===== config.mk =====
export PLATFORM = sky130hd
export DESIGN_NAME = reclocker_output_eye_monitor_ctrl
export DESIGN_NICKNAME = d
export VERILOG_FILES = /design/src/rtl/eye_ctrl_pkg.sv /design/src/rtl/route_if.sv /design/src/rtl/ctrl_reg8.sv /design/src/rtl/secondary_route_mux.sv /design/src/rtl/reclocker_output_eye_monitor_ctrl.sv
export SDC_FILE = /design/constraint.sdc
export NUM_CORES = 1
export LEC_CHECK = 0
export BUFFER_PORTS_ARGS = -buffer_cell sky130_fd_sc_hd__buf_4
export CAP_MARGIN = 25
export CORE_MARGIN = 2
export CORE_UTILIZATION = 49
export CTS_BUF_LIST = sky130_fd_sc_hd__clkbuf_4 sky130_fd_sc_hd__clkbuf_8
export CTS_CLUSTER_SIZE = 28
export DETAILED_ROUTE_END_ITERATION = 12
export PLACE_DENSITY = 0.78
export SKIP_LAST_GASP = 1
export SLEW_MARGIN = 20
export SYNTH_ARGS = -nofsm -noshare
export SYNTH_HDL_FRONTEND = slang
export SYNTH_SLANG_ARGS = --single-unit

===== constraint.sdc =====
create_clock -name clk -period 1.1 [get_ports clk]
set_clock_uncertainty 0.15 [all_clocks]
set_input_delay 0 -clock clk [delete_from_list [all_inputs] [get_ports clk]]
set_output_delay 0 -clock clk [all_outputs]
set_load 0.1 [all_outputs]

===== src/rtl/eye_ctrl_pkg.sv =====
`default_nettype none
package eye_ctrl_pkg;
   // Register addresses on the host register port
   localparam logic [7:0] DEEMPH_ADDR = 8'h13;
   localparam logic [7:0] DEVCTL_ADDR = 8'h14;
   localparam logic [7:0] RXPD_ADDR   = 8'h15;
   // Reset values
   localparam logic [7:0] DEEMPH_RST  = 8'h00;
   localparam logic [7:0] DEVCTL_RST  = 8'h13;
   localparam logic [7:0] RXPD_RST    = 8'h00;
   localparam logic [7:0] UNMAPPED_RD = 8'h00;
   // Driver de-emphasis register fields
   localparam int EMPH0_HI     = 7;
   localparam int EMPH0_LO     = 6;
   localparam int EMPH1_HI     = 5;
   localparam int EMPH1_LO     = 4;
   localparam int EMPH_RSV_HI  = 3;
   localparam int EMPH_RSV_LO  = 0;
   // Device control register fields
   localparam int MUTE_LVL_BIT = 7;
   localparam int DEV_RSV_BIT  = 6;
   localparam int OVERRIDE_BIT = 5;
   localparam int MON_OFF_BIT  = 4;
   localparam int SPAN_HI      = 3;
   localparam int SPAN_LO      = 2;
   localparam int EQ_SEL_BIT   = 1;
   localparam int LOCK_CHK_BIT = 0;
   // Receiver power-down register fields
   localparam int IN3_OFF_BIT  = 7;
   localparam int IN2_OFF_BIT  = 6;
   // Secondary select codes and resulting input index
   localparam logic [1:0] SEL_IN0  = 2'h0;
   localparam logic [1:0] SEL_IN2A = 2'h1;
   localparam logic [1:0] SEL_IN2B = 2'h2;
   localparam logic [1:0] SEL_IN3  = 2'h3;
   localparam logic [1:0] IDX_IN0  = 2'h0;
   localparam logic [1:0] IDX_IN2  = 2'h2;
   localparam logic [1:0] IDX_IN3  = 2'h3;
   typedef enum logic [1:0] {EMPH_0DB, EMPH_3DB, EMPH_5DB, EMPH_7DB} emphasis_t;
   typedef enum logic [1:0] {SPAN_100MV, SPAN_200MV, SPAN_300MV, SPAN_400MV} span_t;
endpackage
`default_nettype wire


===== src/rtl/route_if.sv =====
`timescale 1ns/1ps
`default_nettype none
interface route_if;
   logic [1:0] primary_choice;
   logic [1:0] secondary_input_choice;
   logic       secondary_route_override;
   logic       equalized_in;
   logic [1:0] secondary_index;
   logic       equalized_out;
   modport ctrl (output primary_choice, output secondary_input_choice,
                 output secondary_route_override, output equalized_in,
                 input secondary_index, input equalized_out);
   modport mux  (input primary_choice, input secondary_input_choice,
                 input secondary_route_override, input equalized_in,
                 output secondary_index, output equalized_out);
endinterface
`default_nettype wire


===== src/rtl/ctrl_reg8.sv =====
`timescale 1ns/1ps
`default_nettype none
module ctrl_reg8 #(
   parameter logic [7:0] ADDR  = 8'h00,
   parameter logic [7:0] RESET = 8'h00
) (
   input  wire logic       clk,
   input  wire logic       rst,
   input  wire logic       wr_en,
   input  wire logic [7:0] addr,
   input  wire logic [7:0] wr_data,
   output var  logic [7:0] q
);
   // Every bit is plain storage; reserved bits keep what was written
   always_ff @(posedge clk) begin
      if (rst) begin
         q <= RESET;
      end else if (wr_en && (addr == ADDR)) begin
         q <= wr_data;
      end
   end
endmodule
`default_nettype wire


===== src/rtl/secondary_route_mux.sv =====
`timescale 1ns/1ps
`default_nettype none
module secondary_route_mux
   import eye_ctrl_pkg::*;
(
   input  wire logic clk,
   input  wire logic rst,
   route_if.mux      rt
);
   logic [1:0] index_next;

   // Two select codes land on input 2; code 01 keeps the printed mapping
   always_comb begin
      if (!rt.secondary_route_override) begin
         index_next = rt.primary_choice;
      end else begin
         unique case (rt.secondary_input_choice)
            SEL_IN0:  index_next = IDX_IN0;
            SEL_IN2A: index_next = IDX_IN2;
            SEL_IN2B: index_next = IDX_IN2;
            SEL_IN3:  index_next = IDX_IN3;
         endcase
      end
   end

   // Registered so the analog mux sees a glitch-free select
   always_ff @(posedge clk) begin
      if (rst) begin
         rt.secondary_index <= IDX_IN0;
         rt.equalized_out   <= 1'b1;
      end else begin
         rt.secondary_index <= index_next;
         rt.equalized_out   <= rt.equalized_in;
      end
   end
endmodule
`default_nettype wire


===== src/rtl/reclocker_output_eye_monitor_ctrl.sv =====
`timescale 1ns/1ps
`default_nettype none
module reclocker_output_eye_monitor_ctrl (
   input  wire logic                   clk,
   input  wire logic                   rst,
   // Host register port
   input  wire logic                   wr_en,
   input  wire logic                   rd_en,
   input  wire logic [7:0]             addr,
   input  wire logic [7:0]             wr_data,
   output var  logic [7:0]             rd_data,
   // Selections and mute controls from neighbouring register slices
   input  wire logic [1:0]             primary_input_choice,
   input  wire logic [1:0]             secondary_input_choice,
   input  wire logic                   mute_ctrl,
   input  wire logic                   pin_control_override,
   // Controls toward the analog circuits
   output var  eye_ctrl_pkg::emphasis_t out0_emphasis_level,
   output var  eye_ctrl_pkg::emphasis_t out1_emphasis_level,
   output var  logic                   outputs_muted,
   output var  logic                   muted_level,
   output var  logic [1:0]             secondary_index,
   output var  logic                   secondary_equalized_choice,
   output var  logic                   eye_monitor_off,
   output var  eye_ctrl_pkg::span_t    eye_monitor_span,
   output var  logic                   double_lock_fail_check,
   output var  logic                   in3_detect_off,
   output var  logic                   in2_detect_off
);
   import eye_ctrl_pkg::*;

   logic [7:0] deemph_reg;
   logic [7:0] devctl_reg;
   logic [7:0] rxpd_reg;
   logic [7:0] rd_data_next;
   logic       muted_next;
   route_if    rt ();

   // The three control registers share one write port
   ctrl_reg8 #(
      .ADDR  (DEEMPH_ADDR),
      .RESET (DEEMPH_RST)
   ) u_deemph (
      .clk     (clk),
      .rst     (rst),
      .wr_en   (wr_en),
      .addr    (addr),
      .wr_data (wr_data),
      .q       (deemph_reg)
   );

   ctrl_reg8 #(
      .ADDR  (DEVCTL_ADDR),
      .RESET (DEVCTL_RST)
   ) u_devctl (
      .clk     (clk),
      .rst     (rst),
      .wr_en   (wr_en),
      .addr    (addr),
      .wr_data (wr_data),
      .q       (devctl_reg)
   );

   ctrl_reg8 #(
      .ADDR  (RXPD_ADDR),
      .RESET (RXPD_RST)
   ) u_rxpd (
      .clk     (clk),
      .rst     (rst),
      .wr_en   (wr_en),
      .addr    (addr),
      .wr_data (wr_data),
      .q       (rxpd_reg)
   );

   // Field decode; the registers themselves are the flip-flops
   always_comb begin
      out0_emphasis_level = emphasis_t'(deemph_reg[EMPH0_HI:EMPH0_LO]);
      out1_emphasis_level = emphasis_t'(deemph_reg[EMPH1_HI:EMPH1_LO]);
      eye_monitor_off        = devctl_reg[MON_OFF_BIT];
      eye_monitor_span       = span_t'(devctl_reg[SPAN_HI:SPAN_LO]);
      double_lock_fail_check = devctl_reg[LOCK_CHK_BIT];
      in3_detect_off         = rxpd_reg[IN3_OFF_BIT];
      in2_detect_off         = rxpd_reg[IN2_OFF_BIT];
   end

   // Secondary routing is resolved and registered in its own module
   always_comb begin
      rt.primary_choice           = primary_input_choice;
      rt.secondary_input_choice   = secondary_input_choice;
      rt.secondary_route_override = devctl_reg[OVERRIDE_BIT];
      rt.equalized_in             = devctl_reg[EQ_SEL_BIT];
      secondary_index             = rt.secondary_index;
      secondary_equalized_choice  = rt.equalized_out;
   end

   secondary_route_mux u_route (
      .clk (clk),
      .rst (rst),
      .rt  (rt.mux)
   );

   // Mute only acts while the pin override is clear
   assign muted_next = !mute_ctrl && !pin_control_override;

   // Registered mute so both drivers switch in the same cycle
   always_ff @(posedge clk) begin
      if (rst) begin
         outputs_muted <= 1'b0;
         muted_level   <= 1'b0;
      end else begin
         outputs_muted <= muted_next;
         muted_level   <= devctl_reg[MUTE_LVL_BIT];
      end
   end

   // Readback mux; reserved bits return what was stored
   always_comb begin
      unique case (addr)
         DEEMPH_ADDR: rd_data_next = deemph_reg;
         DEVCTL_ADDR: rd_data_next = devctl_reg;
         RXPD_ADDR:   rd_data_next = rxpd_reg;
         default:     rd_data_next = UNMAPPED_RD;
      endcase
   end

   // Read data is held until the next read so the host can sample late
   always_ff @(posedge clk) begin
      if (rst) begin
         rd_data <= UNMAPPED_RD;
      end else if (rd_en) begin
         rd_data <= rd_data_next;
      end
   end
endmodule
`default_nettype wire


==> run summary <==
Transition at the pin with the smallest max-transition slack: 0.4409 ns. The power per unit of standard cell area is 918.5 mW/mm^2. The area of the die was 0.004162 sq mm; the relative slew slack was 70.60%. In this run, CTS created clock tree buffers numbering 5. The count of boundary I/O pins was 49; the number of antenna violations at the first check in global routing was 0. The tools report the arrival time at the worst endpoint as 1.27 ns.

By instance count, the leading cell after synthesis is nand2b_1. The fmax was 848.3 MHz. The tools report the power consumption as 2.750 mW. The start point of the worst hold path is rd_en. The logs give 1.19 ns for the endpoint required time on the critical path and 0.8052 for the global placement routability congestion.

The number of max-slew violations in the final report is 0. In the synthesized netlist the dominant register cell turns out to be dfxtp_1. The final worst slack is -0.07889 ns, and the total number of yosys warnings is 0. Setup total negative slack on the finished layout was measured at -0.2933 ns. The routed layout has 1674 vias. The maximum number of pins on one net before global-route repair is 36, and the sequential fraction of the synthesis area is 41.28%. The checks that failed: negative hold slack, negative setup slack. TritonCTS built the clock tree. Yosys mapped the design onto 31 distinct sky130hd cell types. Setup violations remaining at the end of the flow were counted as 8. The floorplan step set the die width to 64.51 um.

For flop-to-flop paths, the worst setup slack is -0.08 ns. For this design, the CTS-stage hold fixing added 15 buffers. The CTS sink count came out at 37. The first global-routing pass estimated 7452 um of wire. Global routing used 23.54% of the available tracks across all layers. The startpoint-to-endpoint class of the critical path was reg2reg. Sorting the synthesized cells by area gives the leading types as dfxtp_1 (41%), nand2b_1 (13%), mux2i_1 (13%). The maximum fanout count along the critical path was 2.

Pre-CTS worst setup slack: -0.2488 ns. Summed over all layers, the global routing overflow is 0. The number of I/O port buffers is 48, and the number of detailed-route iterations in the first pass is 4. The maximum number of buffers from clock root to sink was 2. After synthesis the netlist holds a flip-flop and latch count of 37. In this run the standard cell core region covers 0.003416 sq mm. The area growth from synthesis to layout is 66.88%. The run gives 0.35 ns as the clock insertion delay at the later pin of the skew report. The detail route stage leaves a number of antenna-violating nets equal to 0. The detailed placer's ending HPWL is 2982 um. Setup repair after global routing could not meet its margin everywhere. For this design the static power due to leakage is 1.245 nW. The worst hold slack after final layout is -0.08815 ns, and the final critical-path share of the clock period is 107.2%. The startpoint identified for the worst register-to-register timing path is rd_data[4].

In this run, synthesis inferred 0 flip-flops with an integrated enable. The flow ran to the end, but the final reports show violations. The share of Yosys cell area claimed by the top area cell type was 41.28%. The endpoint identified for the worst register-to-register timing path is rd_data[4]. CTS placed an instance of clkbuf_4 at the clock tree root. The number of cells produced by synthesis is 175.

The worst setup path is captured at a flip-flop. The library cell occupying the most area in the post-synthesis netlist was dfxtp_1. The async set-reset flop share out of synthesis is 0%. The tools report the number of filler instances in the final layout as 147. After detailed routing, the number of remaining DRC violations is 0. The final antenna diode count was 0; the minimum clock period was 1.179 ns.

The run gives 269 as the post-layout net count. Cells fill 87.66% of the core in the end. For this block, the initial DRC count from the detailed router was 111. Dividing the synthesized area by the synthesized cell count gives 10.25 sq um. The run gives 5968 um as the post-detailed-routing wire length.

The number of levels the H-tree was split into was 2. The commonest cells after synthesis are nand2b_1 (38), dfxtp_1 (37), mux2i_1 (23). The tools report the floorplan row count as 21.

The clock-pin transition on the worst setup and hold timing paths works out to 0.13 ns. The via count of the first global-routing pass was 1587. Once the floorplan was initialized, standard cells occupied 52.53% of the core. The min-delay analysis places its worst path in the category in2reg. STA classifies the critical path startpoint as a flip-flop. The worst hold path terminates at rd_data[6].

The post-route netlist has 51.23% of its cells at a drive strength greater than 1. For the mapped cell area, the log shows 0.001794 sq mm. The number of hold-slack violations in the final timing report came out at 9. Measured in cells, the most critical reg-to-reg path has a length of 3.

The vertical die dimension works out to 64.51 um. After detailed routing, the number of vias per cell comes to 5.772. The number of max-cap violations is 0, and the net count after synthesis is 201.

Worst IR drop on VDD: 1.000 mV. The worst hold path cell count was 3. The average wire length per cell after detail routing came out at 20.58 um.
==> final cells by class <==
type	count	area [sq um]	area share, %
Tap cell	46	57.56	1.922
Clock buffer	6	51.30	1.713
Timing Repair Buffer	78	929.6	31.05
Clock inverter	2	36.28	1.212
Sequential cell	37	810.8	27.08
Inverter	1	3.754	0.1254
Multi-Input combinational cell	120	1105	36.90
==> registers in the layout, indices dropped and copies added (netlist names) <==
register and cells:
u_deemph.q 8, u_rxpd.q 8, muted_level 1, u_route.rt.secondary_index 2, rd_data 8, u_route.rt.equalized_out 1
outputs_muted 1, u_devctl.q 8
==> critical path, stage by stage, from the launching register on <==
cell,delay [ns]
dfxtp_4,0.37
nand2b_1,0.08
a21boi_0,0.15
a221oi_1,0.32
==> power breakdown <==
| part | total [mW] | leakage (nW) | internal, mW | switching, mW |
|---|---|---|---|---|
| clock | 1.04 | 0.0488 | 0.543 | 0.495 |
| sequential | 1.31 | 0.312 | 1.31 | 0.00629 |
| combinational | 0.398 | 0.884 | 0.201 | 0.198 |
| total | 2.75 | 1.25 | 2.05 | 0.699 |
==> layer usage <==
layer	global-route usage (%)	share of wire [%]	wire (um)
met1	28.45	38	2283
met2	40.10	52	3083
met3	6.771	8.6	514
met4	7.979	1.5	87
met5	0	0	0
==> layout by cell type, fill, tap and decap left out, types with 2 or more instances in the layout <==
master	synthesis	routed
buf_4	8	37
nand2b_1	38	30
mux2i_1	23	23
buf_12	1	23
dfxtp_4	0	16
dlygate4sd3_1	0	15
dfxtp_1	37	13
nand2b_4	0	8
dfxtp_2	0	8
nor2_1	7	7
and2_1	8	7
a221oi_2	0	6
a32oi_2	0	5
clkbuf_4	0	5
nor2b_1	3	3
a21boi_4	0	3
a32oi_1	8	3
a21oi_1	2	2
nor3_1	2	2
a21boi_1	0	2
a21boi_0	8	2
a221oi_1	8	2
buf_8	0	2
==> logic make-up (layout without fill, tap and decap cells) <==
logic type,after synthesis,count (layout),synth area share (%)
DFF,37,37,41.28
buffers and inverters,18,87,6.903
muxes,23,23,12.83
AOI/OAI and AO/OA,29,29,13.95
and+or+nand+nor,68,68,25.04
==> what timing repair did <==
action                                 4_1_cts  5_1_grt
pin swaps                                    1        7
resized for setup                           40       76
endpoints found under the hold margin       36       10
buffers inserted                             0        3
setup endpoints to repair                   24       34
==> worst max path at each step <==
stage | start | slack, ns | to | cells after the start
5_1_grt | rd_data[4] | -0.14 | rd_data[4] | 3
3_3_place_gp | addr[5] | -0.19 | u_rxpd.q[6] | 4
3_5_place_dp | addr[5] | -0.25 | u_rxpd.q[4] | 4
6_report | rd_data[4] | -0.08 | rd_data[4] | 3
4_1_cts | u_deemph.q[6] | -0.05 | out0_emphasis_level[0] | 2
2_1_floorplan | rd_data[6] | -0.13 | rd_data[6] | 3
==> metrics by stage <==
| step | instances | area [sq um] |
|---|---|---|
| after floorplan | 175 | 1843 |
| after global placement | 264 | 2252 |
| after detailed placement | 264 | 2252 |
| after CTS | 287 | 2635 |
| after global routing | 290 | 2994 |
| final | 290 | 2994 |
No activity file was read; power rests on OpenSTA's default activity.
